### config.mk
export PLATFORM = sky130hd
export DESIGN_NAME = analog_bias_power_ctrl_regs
export DESIGN_NICKNAME = d
export VERILOG_FILES = /design/src/bias_power_pkg.sv /design/src/analog_bias_power_ctrl_regs.sv /design/src/bias_scale_decode.sv
export SDC_FILE = /design/constraint.sdc
export NUM_CORES = 1
export LEC_CHECK = 0
export BUFFER_PORTS_ARGS = -buffer_cell sky130_fd_sc_hd__buf_2
export CORE_MARGIN = 2
export CORE_UTILIZATION = 48
export CTS_CLUSTER_SIZE = 40
export DETAILED_ROUTE_END_ITERATION = 12
export PLACE_DENSITY = 0.83
export SLEW_MARGIN = 0
export SYNTH_ARGS = -nofsm -noshare
export SYNTH_HDL_FRONTEND = slang
export SYNTH_SLANG_ARGS = --single-unit
### constraint.sdc
create_clock -name core_clk -period 2.4 [get_ports core_clk]
set_clock_uncertainty 0.2 [all_clocks]
set_input_delay 0.48 -clock core_clk [delete_from_list [all_inputs] [get_ports core_clk]]
set_output_delay 0.48 -clock core_clk [all_outputs]
set_load 0.01 [all_outputs]
### src/bias_power_pkg.sv
// Purpose: Shared constants and carriers for the bias and power bank
// Assumes: APB with 32-bit data, one aligned word per register
// Notes:   Offsets are register indices; byte address is index times four
package bias_power_pkg;

   localparam int          ADDR_W        = 8;
   localparam int          REG_W         = 16;

   // Register indices
   localparam logic [5:0] IDX_SOFT_RESET = 6'h00;
   localparam logic [5:0] IDX_MIDRAIL    = 6'h05;
   localparam logic [5:0] IDX_MIC_SUPPLY = 6'h06;
   localparam logic [5:0] IDX_DAC_BIAS   = 6'h08;
   localparam logic [5:0] IDX_ADC_OSR    = 6'h0a;
   localparam logic [5:0] IDX_INPUT_AMP  = 6'h0c;
   localparam logic [5:0] IDX_OUT_MIXER  = 6'h0d;
   localparam logic [5:0] IDX_HEADPHONE  = 6'h0e;
   localparam logic [5:0] IDX_SYSCLK     = 6'h15;

   // Writable bit masks
   localparam logic [15:0] MASK_MIDRAIL    = 16'h001f;
   localparam logic [15:0] MASK_MIC_SUPPLY = 16'h003f;
   localparam logic [15:0] MASK_DAC_BIAS   = 16'h003f;
   localparam logic [15:0] MASK_ADC_OSR    = 16'h0001;
   localparam logic [15:0] MASK_PAIR       = 16'h0003;
   localparam logic [15:0] MASK_SYSCLK     = 16'h0003;

   // Reset values
   localparam logic [15:0] RST_ZERO        = 16'h0000;
   localparam logic [15:0] RST_ADC_OSR     = 16'h0001;

   // Field positions
   localparam int MID_SOFT_LSB   = 3;
   localparam int MID_DIV_LSB    = 1;
   localparam int MID_BUF_BIT    = 0;
   localparam int MIC_INS_LSB    = 4;
   localparam int MIC_SHORT_LSB  = 2;
   localparam int MIC_DET_BIT    = 1;
   localparam int MIC_SUP_BIT    = 0;
   localparam int DAC_BOOST_BIT  = 5;
   localparam int DAC_CUR_LSB    = 3;
   localparam int DAC_MID_LSB    = 1;
   localparam int ADC_OSR_BIT    = 0;
   localparam int LEFT_BIT       = 1;
   localparam int RIGHT_BIT      = 0;

   // System clock family encoding of 250 x fs
   localparam logic [1:0] SYSCLK_FAMILY_250 = 2'h2;

   typedef enum logic [1:0] {
      SOFT_OFF,
      SOFT_FAST,
      SOFT_NOMINAL,
      SOFT_SLOW
   } softstart_e;

   typedef enum logic [1:0] {
      DIV_OFF,
      DIV_50K,
      DIV_250K,
      DIV_5K
   } divider_e;

   // Bias scale, in units of one twelfth of normal, times two with boost
   typedef logic [4:0] bias_scale_t;

   typedef struct packed {
      softstart_e  midrail_softstart_rate;
      divider_e    midrail_divider_select;
      logic        midrail_reference_on;
      logic        midrail_buffer_on;
      logic [1:0]  mic_insert_threshold;
      logic [1:0]  mic_short_threshold;
      logic        mic_detect_on;
      logic        mic_supply_on;
      bias_scale_t dac_current_scale;
      bias_scale_t dac_midbuf_scale;
      logic        adc_high_oversample;
      logic        left_input_amp_on;
      logic        right_input_amp_on;
      logic        left_out_mixer_on;
      logic        right_out_mixer_on;
      logic        left_headphone_on;
      logic        right_headphone_on;
   } analog_ctrl_s;

endpackage

### src/analog_bias_power_ctrl_regs.sv
// Purpose: APB register bank for reference, mic supply, bias and power
// Assumes: Synchronous active-low reset, one 100 MHz clock
// Notes:   Zero-wait APB slave; pslverr on unmapped addresses
//
// How it works
// - Mid-rail soft-start rate in bits 4:3: off/fast/nominal/slow, reset 00.
// - Bits 2:1 pick divider off/50k/250k/5k, bit 0 the buffer, reset 0.
// - Mic insertion threshold in bits 5:4, four rising levels, reset 00.
// - Mic short threshold sits in bits 3:2, four rising levels, reset 00.
// - Mic bit 1 enables detection and bit 0 the supply, both reset off.
// - DAC bit 5 doubles both DAC bias and mid-rail buffer bias, reset 0.
// - DAC bits 4:3 scale DAC bias normal, half, two thirds, three quarters.
// - DAC bits 2:1 scale the mid-rail buffer bias the same way, reset 00.
// - ADC bit 0 picks 64x (0) or 128x (1) oversampling, reset 1.
// - Power bits 1 and 0 enable left and right input amps, reset off.
// - Power bits 1 and 0 enable left and right output mixers, reset off.
// - Power bits 1 and 0 enable left and right headphones, reset off.
// - Clock family mode 10 means the 250 x fs clock family.
// - Any aligned write to index zero returns every register to its default.
`timescale 1ns/10ps
`default_nettype none
module analog_bias_power_ctrl_regs #(
   parameter logic [15:0] IDENT_CODE = 16'h5a5a // Arbitrary value
) (
   input  wire logic                       core_clk,
   input  wire logic                       rst_n,
   input  wire logic                       psel,
   input  wire logic                       penable,
   input  wire logic                       pwrite,
   input  wire logic [7:0]                 paddr,
   input  wire logic [31:0]                pwdata,
   input  wire logic [3:0]                 pstrb,
   output logic      [31:0]                prdata,
   output logic                            pready,
   output logic                            pslverr,
   output bias_power_pkg::analog_ctrl_s    analog_ctrl,
   output logic                            osr_unsupported
);

   logic [15:0] midrail_control;
   logic [15:0] mic_supply_control;
   logic [15:0] dac_analog_bias;
   logic [15:0] adc_analog_oversample;
   logic [15:0] input_amp_power;
   logic [15:0] output_mixer_power;
   logic [15:0] headphone_output_power;
   logic [15:0] sysclk_family_mode;
   logic [15:0] wdata16;
   logic [5:0]  index;
   logic        access;
   logic        wr_en;
   logic        mapped;
   logic        soft_reset;
   logic [15:0] next_rdata;
   logic [4:0]  dac_scale;
   logic [4:0]  midbuf_scale;

   function automatic logic [15:0] merge(input logic [15:0] old_val,
                                         input logic [15:0] new_val,
                                         input logic [1:0]  strb,
                                         input logic [15:0] mask);
      logic [15:0] lanes;
      lanes = {{8{strb[1]}}, {8{strb[0]}}} & mask;
      merge = (old_val & ~lanes) | (new_val & lanes);
   endfunction

   function automatic logic is_mapped(input logic [5:0] idx);
      case (idx)
         bias_power_pkg::IDX_SOFT_RESET,
         bias_power_pkg::IDX_MIDRAIL,
         bias_power_pkg::IDX_MIC_SUPPLY,
         bias_power_pkg::IDX_DAC_BIAS,
         bias_power_pkg::IDX_ADC_OSR,
         bias_power_pkg::IDX_INPUT_AMP,
         bias_power_pkg::IDX_OUT_MIXER,
         bias_power_pkg::IDX_HEADPHONE,
         bias_power_pkg::IDX_SYSCLK: is_mapped = 1'b1;
         default:                    is_mapped = 1'b0;
      endcase
   endfunction

   assign index      = paddr[7:2];
   assign wdata16    = pwdata[15:0];
   assign access     = psel && penable;
   assign mapped     = is_mapped(index) && (paddr[1:0] == 2'h0);
   assign wr_en      = access && pwrite && mapped;
   assign soft_reset = wr_en && (index == bias_power_pkg::IDX_SOFT_RESET);
   assign pready     = 1'b1;
   assign pslverr    = access && !mapped;

   always_ff @(posedge core_clk) begin
      if (!rst_n || soft_reset) begin
         midrail_control <= bias_power_pkg::RST_ZERO;
      end else if (wr_en && index == bias_power_pkg::IDX_MIDRAIL) begin
         midrail_control <= merge(midrail_control, wdata16, pstrb[1:0],
                                  bias_power_pkg::MASK_MIDRAIL);
      end
   end

   always_ff @(posedge core_clk) begin
      if (!rst_n || soft_reset) begin
         mic_supply_control <= bias_power_pkg::RST_ZERO;
      end else if (wr_en && index == bias_power_pkg::IDX_MIC_SUPPLY) begin
         mic_supply_control <= merge(mic_supply_control, wdata16, pstrb[1:0],
                                     bias_power_pkg::MASK_MIC_SUPPLY);
      end
   end

   always_ff @(posedge core_clk) begin
      if (!rst_n || soft_reset) begin
         dac_analog_bias <= bias_power_pkg::RST_ZERO;
      end else if (wr_en && index == bias_power_pkg::IDX_DAC_BIAS) begin
         dac_analog_bias <= merge(dac_analog_bias, wdata16, pstrb[1:0],
                                  bias_power_pkg::MASK_DAC_BIAS);
      end
   end

   always_ff @(posedge core_clk) begin
      if (!rst_n || soft_reset) begin
         adc_analog_oversample <= bias_power_pkg::RST_ADC_OSR;
      end else if (wr_en && index == bias_power_pkg::IDX_ADC_OSR) begin
         adc_analog_oversample <= merge(adc_analog_oversample, wdata16,
                                        pstrb[1:0],
                                        bias_power_pkg::MASK_ADC_OSR);
      end
   end

   always_ff @(posedge core_clk) begin
      if (!rst_n || soft_reset) begin
         input_amp_power <= bias_power_pkg::RST_ZERO;
      end else if (wr_en && index == bias_power_pkg::IDX_INPUT_AMP) begin
         input_amp_power <= merge(input_amp_power, wdata16, pstrb[1:0],
                                  bias_power_pkg::MASK_PAIR);
      end
   end

   always_ff @(posedge core_clk) begin
      if (!rst_n || soft_reset) begin
         output_mixer_power <= bias_power_pkg::RST_ZERO;
      end else if (wr_en && index == bias_power_pkg::IDX_OUT_MIXER) begin
         output_mixer_power <= merge(output_mixer_power, wdata16, pstrb[1:0],
                                     bias_power_pkg::MASK_PAIR);
      end
   end

   always_ff @(posedge core_clk) begin
      if (!rst_n || soft_reset) begin
         headphone_output_power <= bias_power_pkg::RST_ZERO;
      end else if (wr_en && index == bias_power_pkg::IDX_HEADPHONE) begin
         headphone_output_power <= merge(headphone_output_power, wdata16,
                                         pstrb[1:0],
                                         bias_power_pkg::MASK_PAIR);
      end
   end

   always_ff @(posedge core_clk) begin
      if (!rst_n || soft_reset) begin
         sysclk_family_mode <= bias_power_pkg::RST_ZERO;
      end else if (wr_en && index == bias_power_pkg::IDX_SYSCLK) begin
         sysclk_family_mode <= merge(sysclk_family_mode, wdata16, pstrb[1:0],
                                     bias_power_pkg::MASK_SYSCLK);
      end
   end

   // Read mux
   always_comb begin
      case (index)
         bias_power_pkg::IDX_SOFT_RESET: next_rdata = IDENT_CODE;
         bias_power_pkg::IDX_MIDRAIL:    next_rdata = midrail_control;
         bias_power_pkg::IDX_MIC_SUPPLY: next_rdata = mic_supply_control;
         bias_power_pkg::IDX_DAC_BIAS:   next_rdata = dac_analog_bias;
         bias_power_pkg::IDX_ADC_OSR:    next_rdata = adc_analog_oversample;
         bias_power_pkg::IDX_INPUT_AMP:  next_rdata = input_amp_power;
         bias_power_pkg::IDX_OUT_MIXER:  next_rdata = output_mixer_power;
         bias_power_pkg::IDX_HEADPHONE:  next_rdata = headphone_output_power;
         bias_power_pkg::IDX_SYSCLK:     next_rdata = sysclk_family_mode;
         default:                        next_rdata = 16'h0000;
      endcase
      if (!mapped) begin
         next_rdata = 16'h0000;
      end
   end

   // Read data in the access cycle, upper half reads zero
   always_ff @(posedge core_clk) begin
      if (!rst_n) begin
         prdata <= 32'h0000_0000;
      end else if (psel && !penable && !pwrite) begin
         prdata <= {16'h0000, next_rdata};
      end
   end

   bias_scale_decode dac_bias_dec (
      .boost  (dac_analog_bias[bias_power_pkg::DAC_BOOST_BIT]),
      .select (dac_analog_bias[bias_power_pkg::DAC_CUR_LSB +: 2]),
      .scale  (dac_scale)
   );

   bias_scale_decode midbuf_bias_dec (
      .boost  (dac_analog_bias[bias_power_pkg::DAC_BOOST_BIT]),
      .select (dac_analog_bias[bias_power_pkg::DAC_MID_LSB +: 2]),
      .scale  (midbuf_scale)
   );

   // Registered analog controls
   always_ff @(posedge core_clk) begin
      if (!rst_n) begin
         analog_ctrl <= '0;
         analog_ctrl.midrail_softstart_rate <= bias_power_pkg::SOFT_OFF;
         analog_ctrl.midrail_divider_select <= bias_power_pkg::DIV_OFF;
         analog_ctrl.dac_current_scale      <= 5'h0c;
         analog_ctrl.dac_midbuf_scale       <= 5'h0c;
         analog_ctrl.adc_high_oversample    <= 1'b1;
      end else begin
         analog_ctrl.midrail_softstart_rate <= bias_power_pkg::softstart_e'(
            midrail_control[bias_power_pkg::MID_SOFT_LSB +: 2]);
         analog_ctrl.midrail_divider_select <= bias_power_pkg::divider_e'(
            midrail_control[bias_power_pkg::MID_DIV_LSB +: 2]);
         analog_ctrl.midrail_reference_on <=
            (midrail_control[bias_power_pkg::MID_DIV_LSB +: 2] != 2'h0);
         analog_ctrl.midrail_buffer_on <=
            midrail_control[bias_power_pkg::MID_BUF_BIT];
         analog_ctrl.mic_insert_threshold <=
            mic_supply_control[bias_power_pkg::MIC_INS_LSB +: 2];
         analog_ctrl.mic_short_threshold <=
            mic_supply_control[bias_power_pkg::MIC_SHORT_LSB +: 2];
         analog_ctrl.mic_detect_on <=
            mic_supply_control[bias_power_pkg::MIC_DET_BIT];
         analog_ctrl.mic_supply_on <=
            mic_supply_control[bias_power_pkg::MIC_SUP_BIT];
         analog_ctrl.dac_current_scale <= dac_scale;
         analog_ctrl.dac_midbuf_scale  <= midbuf_scale;
         analog_ctrl.adc_high_oversample <=
            adc_analog_oversample[bias_power_pkg::ADC_OSR_BIT];
         analog_ctrl.left_input_amp_on <=
            input_amp_power[bias_power_pkg::LEFT_BIT];
         analog_ctrl.right_input_amp_on <=
            input_amp_power[bias_power_pkg::RIGHT_BIT];
         analog_ctrl.left_out_mixer_on <=
            output_mixer_power[bias_power_pkg::LEFT_BIT];
         analog_ctrl.right_out_mixer_on <=
            output_mixer_power[bias_power_pkg::RIGHT_BIT];
         analog_ctrl.left_headphone_on <=
            headphone_output_power[bias_power_pkg::LEFT_BIT];
         analog_ctrl.right_headphone_on <=
            headphone_output_power[bias_power_pkg::RIGHT_BIT];
      end
   end

   // Flags low-power oversampling under the 250 x fs clock family
   always_ff @(posedge core_clk) begin
      if (!rst_n) begin
         osr_unsupported <= 1'b0;
      end else begin
         osr_unsupported <= (sysclk_family_mode[1:0] ==
                             bias_power_pkg::SYSCLK_FAMILY_250) &&
                            !adc_analog_oversample[0];
      end
   end

endmodule // analog_bias_power_ctrl_regs
`default_nettype wire

### src/bias_scale_decode.sv
// Purpose: Turns a 2-bit bias select and boost into a scale in twelfths
// Assumes: Normal bias equals twelve
// Notes:   Boost doubles the selected scale
`timescale 1ns/10ps
`default_nettype none
module bias_scale_decode (
   input  wire logic                       boost,
   input  wire logic [1:0]                 select,
   output logic      [4:0]                 scale
);

   function automatic logic [4:0] base_scale(input logic [1:0] sel);
      case (sel)
         2'h0:    base_scale = 5'h0c;
         2'h1:    base_scale = 5'h06;
         2'h2:    base_scale = 5'h08;
         2'h3:    base_scale = 5'h09;
         default: base_scale = 5'h0c;
      endcase
   endfunction

   logic [4:0] base;

   always_comb begin
      base  = base_scale(select);
      scale = base;
      if (boost) begin
         scale = {base[3:0], 1'b0};
      end
   end

endmodule // bias_scale_decode
`default_nettype wire

Word-level counts from Yosys, hierarchy flattened

Memories as Yosys holds them, arrays and structs flattened.
Index checks and enable logic that the tools add are counted.

Div/mod/pow operators: 0
Equality and inequality tests: 15
$add $sub $neg: 0
Bitwise gates (word level): 25
Order comparisons: 0
Multiplexer cells: 7
Multipliers: 0
Reduce and logical (&&, ||, !) cells: 29
Shifts and indexed selects: 0

Operators by type and width:

| operator                                                        | count |
|---|---|
| 16-bit one-hot mux with 9 select lines                          | 1 |
| 16-bit bitwise AND                                              | 8 |
| 16-bit OR                                                       | 8 |
| 5-bit one-hot mux with 4 select lines                           | 2 |
| 6-bit by 4-bit == test with 1-bit output, second input constant | 5 |
| 1-bit logical AND                                               | 17 |
| 16-bit by 1-bit bitwise AND with 16-bit output                  | 1 |
| 16-bit by 2-bit bitwise AND with 16-bit output                  | 1 |
| 16-bit by 5-bit bitwise AND with 16-bit output                  | 1 |
| 16-bit by 6-bit bitwise AND with 16-bit output                  | 1 |
| 16-bit 2-to-1 mux                                               | 1 |
| 1-bit inverter with 16-bit output                               | 1 |
| 2-bit inverter with 16-bit output                               | 1 |
| 5-bit inverter with 16-bit output                               | 1 |
| 6-bit inverter with 16-bit output                               | 1 |
| 6-bit by 3-bit == test with 1-bit output, second input constant | 2 |
| 2-bit == test, second input constant                            | 5 |
| 5-bit 2-to-1 mux                                                | 2 |
| 6-bit by 5-bit == test with 1-bit output, second input constant | 1 |
| 2-bit zero test                                                 | 3 |
| 6-bit zero test                                                 | 1 |
| 1-bit zero test                                                 | 5 |
| 2-bit by 1-bit == test with 1-bit output, second input constant | 2 |
| 2-bit nonzero test                                              | 1 |
| 4 further kinds                                                 | 4 |

Bits in read-only memories: 32
Bits in latches: 0
RAM bits: 0
Register bits after elaboration: 174
Word-level logic and storage cells: 106
Input bits: 49
Memories: 1
Output and inout bits: 64

Memories:

| memory          | words | width | rd ports | clocked after memory_dff | write ports | RTL line                          | RTL |
|---|---|---|---|---|---|---|---|
| (no name shown) | 32    | 1     | 1        | 0                        | 0           | analog_bias_power_ctrl_regs.sv:68 | `case (idx)` |

Depth between registers and ports, before layout

Gate-level depths: netlist (run 1).
An unclocked memory read counts as a cell.

Depth in word-level cells: 6
Depth in mapped cells: 9
Depth with buffers taken out: 7

Hierarchy

Synthesis (run 1) repeated with hierarchy kept, for this count alone.

Cell total of the unflattened synthesis: 309
Area total of the unflattened synthesis: 2819.0 µm²

Modules (own cells, without submodules):

| module                      | cells each | area each (µm²) | instances |
|---|---|---|---|
| analog_bias_power_ctrl_regs | 291        | 2721.4          | 1 |
| bias_scale_decode           | 9          | 48.8            | 2 |

Worst setup path after synthesis (run 1)

No wires, ideal clock.

Path kind: input to output
Start point: input paddr[3]
End point: output pslverr
Stages on the path: 7
Buffers on the path: 1
Arrival: 1.613 ns
Slack: 0.107 ns
Path through: inv_1 -> ha_1 -> buf_2 -> and4bb_1 -> nand2_2 -> nand3_1 -> a21boi_0

Cells in the longest elaborated chain, start to end: 5

RTL lines:

| what                   | RTL line                          | RTL |
|---|---|---|
| start: declaration     | analog_bias_power_ctrl_regs.sv:30 | `input wire logic [7:0] paddr,` |
| memory read 32 x 1 bit | n/a                               |  |
| 1-bit 2-to-1 mux       | analog_bias_power_ctrl_regs.sv:68 |  |
| 1-bit logical AND      | analog_bias_power_ctrl_regs.sv:85 | `assign mapped = is_mapped(index) && (paddr[1:0] == 2'h0);` |
| 1-bit zero test        | n/a                               |  |
| 1-bit logical AND      | analog_bias_power_ctrl_regs.sv:89 | `assign pslverr = access && !mapped;` |
| end: declaration       | analog_bias_power_ctrl_regs.sv:35 | `output logic pslverr,` |

Every way passes these cells.

Worst setup path in the final report (run 1)

Start point: input paddr[2]
End point: output pslverr

Same word-level chain as after synthesis.

==> results of run 1 <==
worst reg2reg max path, delay by kind of cell, from the launching register on:
kind | cells | cell delay, ns
flops | 1 | 0.33
compound gates | 4 | 0.78
power by group through the flow:
stage	Combinational, uW	Sequential (uW)	Clock, uW
2_1_floorplan	117	1070	0
3_3_place_gp	140	1070	0
3_5_place_dp	144	1070	0
4_1_cts	145	1050	975
5_1_grt	159	1040	1030
6_report	148	1050	962
layout by cell type (no fill, tap or decap), types with 6 or more instances in the layout:
cell type	count
dfxtp_1	63
buf_2	61
nand2_1	33
conb_1	22
buf_4	21
nand3_1	20
and2_1	17
nor2_1	16
mux2i_1	11
a21oi_1	10
o21ai_1	9
o21ai_0	9
clkbuf_8	9
inv_1	8
nor2b_1	6
a22oi_1	6
through the flow:
step | hold slack, ns | cell area, um^2 | setup slack [ns] | total power, uW
2_1_floorplan | 0.209 | 2950 | 0.107 | 1190
3_3_place_gp | 0.241 | 3230 | 0.0986 | 1210
3_5_place_dp | 0.256 | 3230 | 0.0341 | 1210
4_1_cts | 0.196 | 3430 | 0.0733 | 2170
5_1_grt | 0.211 | 3430 | 0.0161 | 2230
6_report | 0.204 | 3430 | 0.0777 | 2160
routing by layer:
metal,up-vias,wire [um],track usage [%]
met5,-,0,0
met4,0,143,11.0
met3,13,448,5.89
met2,104,3090,32.8
met1,1136,2690,23.3
li1,1172,-,-
path summary, 6_finish.rpt:
kind	from	to	slack, ns	cells after the start
worst max-delay path	paddr[2]	pslverr	0.08	7
worst max register to register	flop	prdata[1]	0.98	4
worst min register to register	flop	flop	0.27	2
worst min-delay path	pwdata[5]	flop	0.20	3
layout make-up:
cell class,instances,share of cell area [%]
Tap cell,75,2.73
Multi-Input combinational cell,217,40.2
Timing Repair Buffer,82,13.5
Clock buffer,12,3.94
Inverter,8,0.875
Clock inverter,4,2.04
Sequential cell,63,36.7
logic make-up (layout without fill, tap and decap cells):
| logic type | count (synthesis) | in the layout |
|---|---|---|
| AND/OR/NAND/NOR | 115 | 115 |
| AO/OA/AOI/OAI | 63 | 63 |
| flip-flops | 63 | 63 |
| buffers and inverters | 51 | 106 |
| multiplexers | 12 | 12 |
| adder cells (fa/ha/maj) | 4 | 4 |
| other | 2 | 22 |
| XOR/XNOR | 1 | 1 |
==> impl_metrics.json, run 1 <==
{
  "critical_path.top_delay_family": "compound AO/OA/AOI/OAI gates",
  "power_leakage_uw": 0.00145,
  "crit_top_cell": "buf_2",
  "status": "complete, no violations",
  "synthAdderAreaFrac_pct": 1.74,
  "dieHeight_um": 81.4,
  "yosysTopAreaCell": "dfxtp_1",
  "setup_viol": 0,
  "p_sw_share_pct": 22.3,
  "clkTransAtPathRegs_ns": 0.07,
  "syn_area_per_cell_um2": 9.24,
  "viasPerCell": 5.26,
  "start_kind": "input pin",
  "ctsResizeCount": 0,
  "internal_power_uw": 1670,
  "crit_path_end_kind": "output port",
  "slew_violations": 0,
  "seqPwrFrac_pct": 48.5,
  "floorplan.rows": 28,
  "synth_compound_gate_area_share_pct": 17.8,
  "path_class": "input pin to output port",
  "vdd_drop_max_uv": 331,
  "synthDistinctLibCells": 51,
  "synth_cells": 311,
  "combinationalPowerShare_pct": 6.8,
  "final_core_util_pct": 58.7,
  "cellPowerDensity_mw_per_mm2": 628,
  "num_io_pins": 113,
  "cts_tree": "yes",
  "seq_area_mm2": 0.00126,
  "die-area_mm2": 0.00662,
  "synth_seq_cells": 63,
  "antenna_found_initial": 0,
  "yosysMostFrequentCell": "dfxtp_1",
  "final_nets": 434,
  "place_congestion": 0.919,
  "cts_setup_buffers": 0,
  "dp_hpwl_um": 4680,
  "ys_top_cells_by_area": "dfxtp_1 (44%), buf_4 (6.8%), nand2_1 (4.3%)",
  "core_area_mm2": 0.00585,
  "grt_pass1_vias": 2172,
  "critPathSlowestCell": "ha_1",
  "syn-cell-area_mm2": 0.00287,
  "hp-class": "input pin to flop",
  "finalSetupTns_ns": 0,
  "drcViolationCount": 0,
  "layout.cells.non_filler": 461,
  "synth_xor_area_share_pct": 0.305,
  "nFillCells": 518,
  "post-route-min-period_ns": 2.32,
  "switching_power_uw": 481,
  "async_reset_ff_share_pct": 0,
  "p_clk_share_pct": 44.6,
  "h-tree-depth": 3,
  "synth_ff_type": "dfxtp_1",
  "drtPass1Iterations": 5,
  "worst_ep_arrival_time_ns": 1.64,
  "multi_input_area_mm2": 0.00138,
  "routed-via-count": 2425,
  "port_buffers": 61,
  "synth_top_area_share_pct": 43.9,
  "routedWlPerCell_um": 13.8,
  "wirelength_um": 6370,
  "rsz0062_at_grt": "no",
  "path_buf_inv": 3,
  "drtIter0Drc": 239,
  "gr-total-overflow": 0,
  "ant_nets": 0,
  "cts_buffers": 9,
  "synth_top_family_by_area": "simple AND/OR/NAND/NOR gates",
  "ys_warn_count": 0,
  "grt_max_degree": 30,
  "clockBufferDepth": 2,
  "die_x_um": 81.4,
  "cpPeakStageDelay_ns": 0.33,
  "drv_cap": 0,
  "area_delta_synth_final_pct": 19.5,
  "required_ns": 1.72,
  "synth_edf_count": 0,
  "holdBufCountCts": 0,
  "grt_first_pass_wirelength_um": 9890,
  "diodes": 0,
  "critPathMaxFanout": 4,
  "clock_sinks": 63,
  "dp.cells": 445,
  "grt_usage_pct": 20.0,
  "hold_viol_final": 0,
  "fin_crit_sh_pct": 96.8,
  "initial_core_util_pct": 49.1,
  "cts_root_buf": "clkbuf_8",
  "clk_latency_ns": 0.33,
  "yosysSeqAreaShare_pct": 43.9,
  "synth.area.mux_share_pct": 4.22,
  "synth_commonest_cells": "dfxtp_1 (63), nand2_1 (33), buf_4 (26), nand3_1 (20), and2_1 (17)",
  "path_cells": "buf_2, inv_1, ha_1, o2111ai_4, nand3_1, a21boi_0, buf_2",
  "synthSimpleGateAreaFrac_pct": 21.1,
  "layout-drive-gt1-share_pct": 29.3,
  "fmax_mhz": 431
}
Note: power is estimated with default switching activity, not from simulation.
==> run 2: changes to the inputs <==
CORE_MARGIN = unset   (was 2)
PLACE_DENSITY = 0.79   (was 0.83)
==> impl_metrics.json, run 2 (synthesis gave the netlist of run 1 again) <==
{
  "nFillCells": 522,
  "combinationalPowerShare_pct": 7.4,
  "h-tree-depth": 3,
  "clkTransAtPathRegs_ns": 0.06,
  "hp-class": "input pin to flop",
  "path_class": "input pin to output port",
  "antenna_found_initial": 0,
  "critPathMaxFanout": 4,
  "routed-via-count": 2407,
  "place_area_mm2": 0.00321,
  "area_delta_synth_final_pct": 17.4,
  "dp_hpwl_um": 4660,
  "seqPwrFrac_pct": 53.3,
  "routedWlPerCell_um": 14.1,
  "grtUsageMet2_pct": 37.9,
  "seq_area_mm2": 0.00126,
  "total_power_uw": 1960,
  "clock_sinks": 63,
  "setup_slack_ns": 0.0988,
  "power_leakage_uw": 0.00142,
  "startpoint": "paddr[2]",
  "rsz0062_at_grt": "no",
  "initial_core_util_pct": 50.9,
  "grt_max_degree": 28,
  "internal_power_uw": 1480,
  "core_area_mm2": 0.00564,
  "multi_input_area_mm2": 0.00138,
  "crit_path_end_kind": "output port",
  "fin_crit_sh_pct": 95.9,
  "grt_pass1_vias": 2255,
  "diodes": 0,
  "switching_power_uw": 479,
  "final_cell_mix": "dfxtp_1 (63), buf_2 (61), nand2_1 (33), conb_1 (22), nand3_1 (20)",
  "layout-drive-gt1-share_pct": 29.2,
  "viasPerCell": 5.29,
  "hold_start": "pwdata[5]",
  "cts_setup_buffers": 0,
  "ant_nets": 0,
  "dp_slack_ns": -0.0184,
  "drtPass1Iterations": 4,
  "stdcell_area_mm2": 0.00337,
  "fmax_mhz": 435,
  "globalRoute.busiestLayer": "met2",
  "grt_usage_pct": 21.9,
  "post-route-min-period_ns": 2.30,
  "drtIter0Drc": 180,
  "slew_violations": 0,
  "place_congestion": 0.889,
  "required_ns": 1.72,
  "drcViolationCount": 0,
  "die_x_um": 79.4,
  "port_buffers": 61,
  "grt_first_pass_wirelength_um": 10300,
  "cellPowerDensity_mw_per_mm2": 581,
  "die-area_mm2": 0.00630,
  "cts_buffers": 9,
  "hold-worst-slack_ns": 0.207,
  "final_common_cell": "dfxtp_1",
  "cts_root_buf": "clkbuf_8",
  "dieHeight_um": 79.4,
  "status": "complete, no violations",
  "final_nets": 432,
  "setup_viol": 0,
  "vdd_drop_max_uv": 300,
  "clockBufferDepth": 2,
  "start_kind": "input pin",
  "worst_ep_arrival_time_ns": 1.62,
  "drv_cap": 0,
  "floorplan.rows": 27,
  "wirelength_um": 6420,
  "cts_tree": "yes",
  "ctsResizeCount": 0,
  "num_io_pins": 113,
  "p_sw_share_pct": 24.5,
  "grt_use_met3_pct": 5.63,
  "holdBufCountCts": 0,
  "grt.met1_usage_pct": 23.6,
  "gr-total-overflow": 0,
  "p_clk_share_pct": 39.3,
  "clk_latency_ns": 0.34,
  "hold_viol_final": 0
}
-- run 2: worst paths after layout --
| path | to | slack [ns] | cells after the start |
|---|---|---|---|
| worst min-delay path | flop | 0.21 | 3 |
| worst min register to register | flop | 0.26 | 2 |
| worst max-delay path | pslverr | 0.1 | 7 |
| worst max register to register | prdata[0] | 0.98 | 4 |
-- run 2: final cells by class --
| cell class | instances | area share, % |
|---|---|---|
| flip-flops and latches | 63 | 37.4 |
| clock inverters | 4 | 0.668 |
| inverters | 8 | 0.891 |
| well taps | 72 | 2.67 |
| clock buffers | 11 | 4.19 |
| multi-input cells | 217 | 40.9 |
| repair buffers | 80 | 13.3 |
-- run 2: critical path: stages --
cell	delay [ns]
buf_2	0.12
inv_1	0.07
ha_1	0.32
o2111ai_4	0.21
nand3_1	0.10
a21boi_0	0.16
buf_2	0.16
-- run 2: power groups by stage --
stage | combinational (uW) | clock (uW) | sequential [uW]
4_1_cts | 143 | 788 | 1050
5_1_grt | 158 | 836 | 1040
3_5_place_dp | 143 | 0 | 1070
3_3_place_gp | 140 | 0 | 1070
2_1_floorplan | 117 | 0 | 1070
6_report | 145 | 770 | 1050
-- run 2: through the flow --
stage | std cells | TNS [ns] | utilization [%]
5_1_grt | 455 | 0 | 59.8
3_3_place_gp | 440 | 0 | 56.9
2_1_floorplan | 331 | 0 | -
4_1_cts | 455 | 0 | 59.8
6_report | 455 | 0 | 59.8
3_5_place_dp | 440 | -0.0310 | 56.9
-- run 2: per-layer routing --
layer | part of all wire (%) | vias up
met5 | 0 | -
met4 | 1.9 | 0
met1 | 39 | 1109
met3 | 7.6 | 14
met2 | 52 | 112
li1 | - | 1172
==> run 3: changes to the inputs <==
ABC_AREA = 1   (was unset)
CORE_UTILIZATION = 51   (was 48)
CTS_BUF_LIST = sky130_fd_sc_hd__clkbuf_4 sky130_fd_sc_hd__clkbuf_8   (was unset)
PLACE_DENSITY = 0.83   (was 0.79)
==> impl_metrics.json, run 3 <==
{
  "grt_usage_pct": 22.4,
  "diodes": 0,
  "grt_max_degree": 26,
  "hp-class": "input pin to flop",
  "routedWlPerCell_um": 11.3,
  "layout-drive-gt1-share_pct": 22.2,
  "fin_crit_sh_pct": 93.6,
  "drtIter0Drc": 143,
  "synth_top_family_by_area": "simple AND/OR/NAND/NOR gates",
  "clock_sinks": 63,
  "status": "complete, no violations",
  "antenna_found_initial": 0,
  "synth_top_area_share_pct": 42.3,
  "required_ns": 1.72,
  "floorplan.rows": 27,
  "cpPeakStageDelay_ns": 0.30,
  "num_io_pins": 113,
  "synth_compound_gate_area_share_pct": 5.04,
  "synth_ff_type": "dfxtp_1",
  "rr_worst_depth": 6,
  "start_kind": "input pin",
  "hold_start": "pwdata[5]",
  "critPathSlowestCell": "ha_1",
  "yosysSeqAreaShare_pct": 42.3,
  "synthDistinctLibCells": 32,
  "ant_nets": 0,
  "synthAdderAreaFrac_pct": 1.68,
  "crit_path_end_kind": "output port",
  "area_delta_synth_final_pct": 16.6,
  "post-route-min-period_ns": 2.25,
  "p_sw_share_pct": 22.1,
  "final_nets": 535,
  "ys_warn_count": 0,
  "async_reset_ff_share_pct": 0,
  "place_congestion": 0.935,
  "ys_top_cells_by_area": "dfxtp_1 (42%), nand2_1 (13%), nor2_1 (7.9%)",
  "clkTransAtPathRegs_ns": 0.07,
  "yosysMostFrequentCell": "nand2_1",
  "cts_setup_buffers": 0,
  "vdd_drop_max_uv": 291,
  "h-tree-depth": 3,
  "clockBufferDepth": 2,
  "setup_viol": 0,
  "ctsResizeCount": 0,
  "drcViolationCount": 0,
  "synth_cells": 417,
  "cts_root_buf": "clkbuf_8",
  "hold_depth": 3,
  "fmax_mhz": 445,
  "drtPass1Iterations": 5,
  "maxSlewHeadroom_pct": 66.2,
  "combinationalPowerShare_pct": 5.8,
  "syn-cell-area_mm2": 0.00298,
  "synth_commonest_cells": "nand2_1 (106), dfxtp_1 (63), nor2_1 (63), inv_1 (62), buf_4 (26)",
  "seqPwrFrac_pct": 46.7,
  "initial_core_util_pct": 53.5,
  "die-area_mm2": 0.00616,
  "port_buffers": 61,
  "die_x_um": 78.5,
  "holdBufCountCts": 0,
  "clk_latency_ns": 0.34,
  "hold-worst-slack_ns": 0.208,
  "internal_power_uw": 1740,
  "core_area_mm2": 0.00557,
  "hold_viol_final": 0,
  "final_common_cell": "nand2_1",
  "routed-via-count": 2637,
  "r2r_slack_ns": 1.16,
  "switching_power_uw": 495,
  "synth_edf_count": 0,
  "dieHeight_um": 78.5,
  "dp_hpwl_um": 4670,
  "path_class": "input pin to output port",
  "slew_violations": 0,
  "critPathMaxFanout": 4,
  "path_cells": "buf_2, inv_1, ha_1, nor2_2, nor2_2, nand2_2, a21oi_4, nor3_1, buf_2",
  "cts_tree": "yes",
  "viasPerCell": 4.72,
  "worst_ep_arrival_time_ns": 1.57,
  "r2r-end": "prdata[1]",
  "cellPowerDensity_mw_per_mm2": 644,
  "synth.area.mux_share_pct": 0,
  "rsz0062_at_grt": "no",
  "cts_buffers": 9,
  "synth_xor_area_share_pct": 0,
  "finalSetupTns_ns": 0,
  "p_clk_share_pct": 47.5,
  "synthSimpleGateAreaFrac_pct": 33.4,
  "drv_cap": 0,
  "tightestPinTransition_ns": 0.504,
  "grt_first_pass_wirelength_um": 10400,
  "gr-total-overflow": 0,
  "grt_pass1_vias": 2473,
  "yosysTopAreaCell": "dfxtp_1",
  "syn_area_per_cell_um2": 7.15,
  "wirelength_um": 6330,
  "synth_seq_cells": 63,
  "power_leakage_uw": 0.00194,
  "final_cell_mix": "nand2_1 (106), nor2_1 (63), dfxtp_1 (63), inv_1 (62), buf_2 (61)"
}
## run 3: cell count changes after synthesis, moves of 5 or more
cell,previous run,this run
mux2i_1,11,0
nand3_1,20,15
buf_2,9,1
a22oi_1,6,0
and2_1,17,0
nor2_1,16,63
nand2_1,33,106
nor2b_1,6,0
inv_1,8,62
nand4_1,4,9
o21ai_1,9,1
## run 3: logic make-up after synthesis
group / Yosys count
fa+ha+maj: 4
other cells: 2
flops: 63
buf+inv: 101
compound gates: 25
simple gates: 222
## run 3: worst max-delay path: cells and delay by family
kind | cells | cell delay (ns)
compound gates | 1 | 0.07
fa+ha+maj | 1 | 0.30
simple gates | 4 | 0.39
buf+inv | 3 | 0.33
## run 3: power by group through the flow
stage | clock network [uW] | registers [uW] | logic (uW)
6_report | 1060 | 1050 | 130
5_1_grt | 1120 | 1040 | 144
4_1_cts | 1070 | 1050 | 129
3_5_place_dp | 0 | 1070 | 128
3_3_place_gp | 0 | 1070 | 126
2_1_floorplan | 0 | 1070 | 108
## run 3: worst max-delay path by stage
stage / endpoint / start / slack, ns
global placement: pslverr / paddr[3] / 0.17
detailed placement: pslverr / paddr[2] / 0.15
floorplan: pslverr / paddr[2] / 0.19
finish: pslverr / paddr[2] / 0.15
global route: pslverr / paddr[3] / 0.07
CTS: pslverr / paddr[2] / 0.15
## run 3: cell type report
class                      count  area (um^2)
fill                         495         2100
tap                           72         90.1
sequential                    63         1260
clock inverter                 3         65.1
inverter                      66          250
multi-input combinational    273         1280
clock buffer                  13          166
timing repair buffer          69          365
## run 3: metal layers
layer | track usage (%) | vias to the layer above | share of wire [%]
li1 | - | 1355 | -
met1 | 25.3 | 1184 | 43
met2 | 38.2 | 91 | 49
met3 | 5.47 | 7 | 6.3
met4 | 13.0 | 0 | 1.6
met5 | 0 | - | 0
## run 3: per-stage QoR
stage / total power [uW] / utilization, % / instance area [um^2] / worst slack, ns / std cells
after floorplan: 1180 / - / 3060 / 0.187 / 437
after global placement: 1200 / 58.2 / 3240 / 0.171 / 543
after detailed placement: 1200 / 58.2 / 3240 / 0.154 / 543
after CTS: 2250 / 62.4 / 3480 / 0.150 / 559
after global routing: 2300 / 62.4 / 3480 / 0.0710 / 559
final: 2240 / 62.4 / 3480 / 0.154 / 559
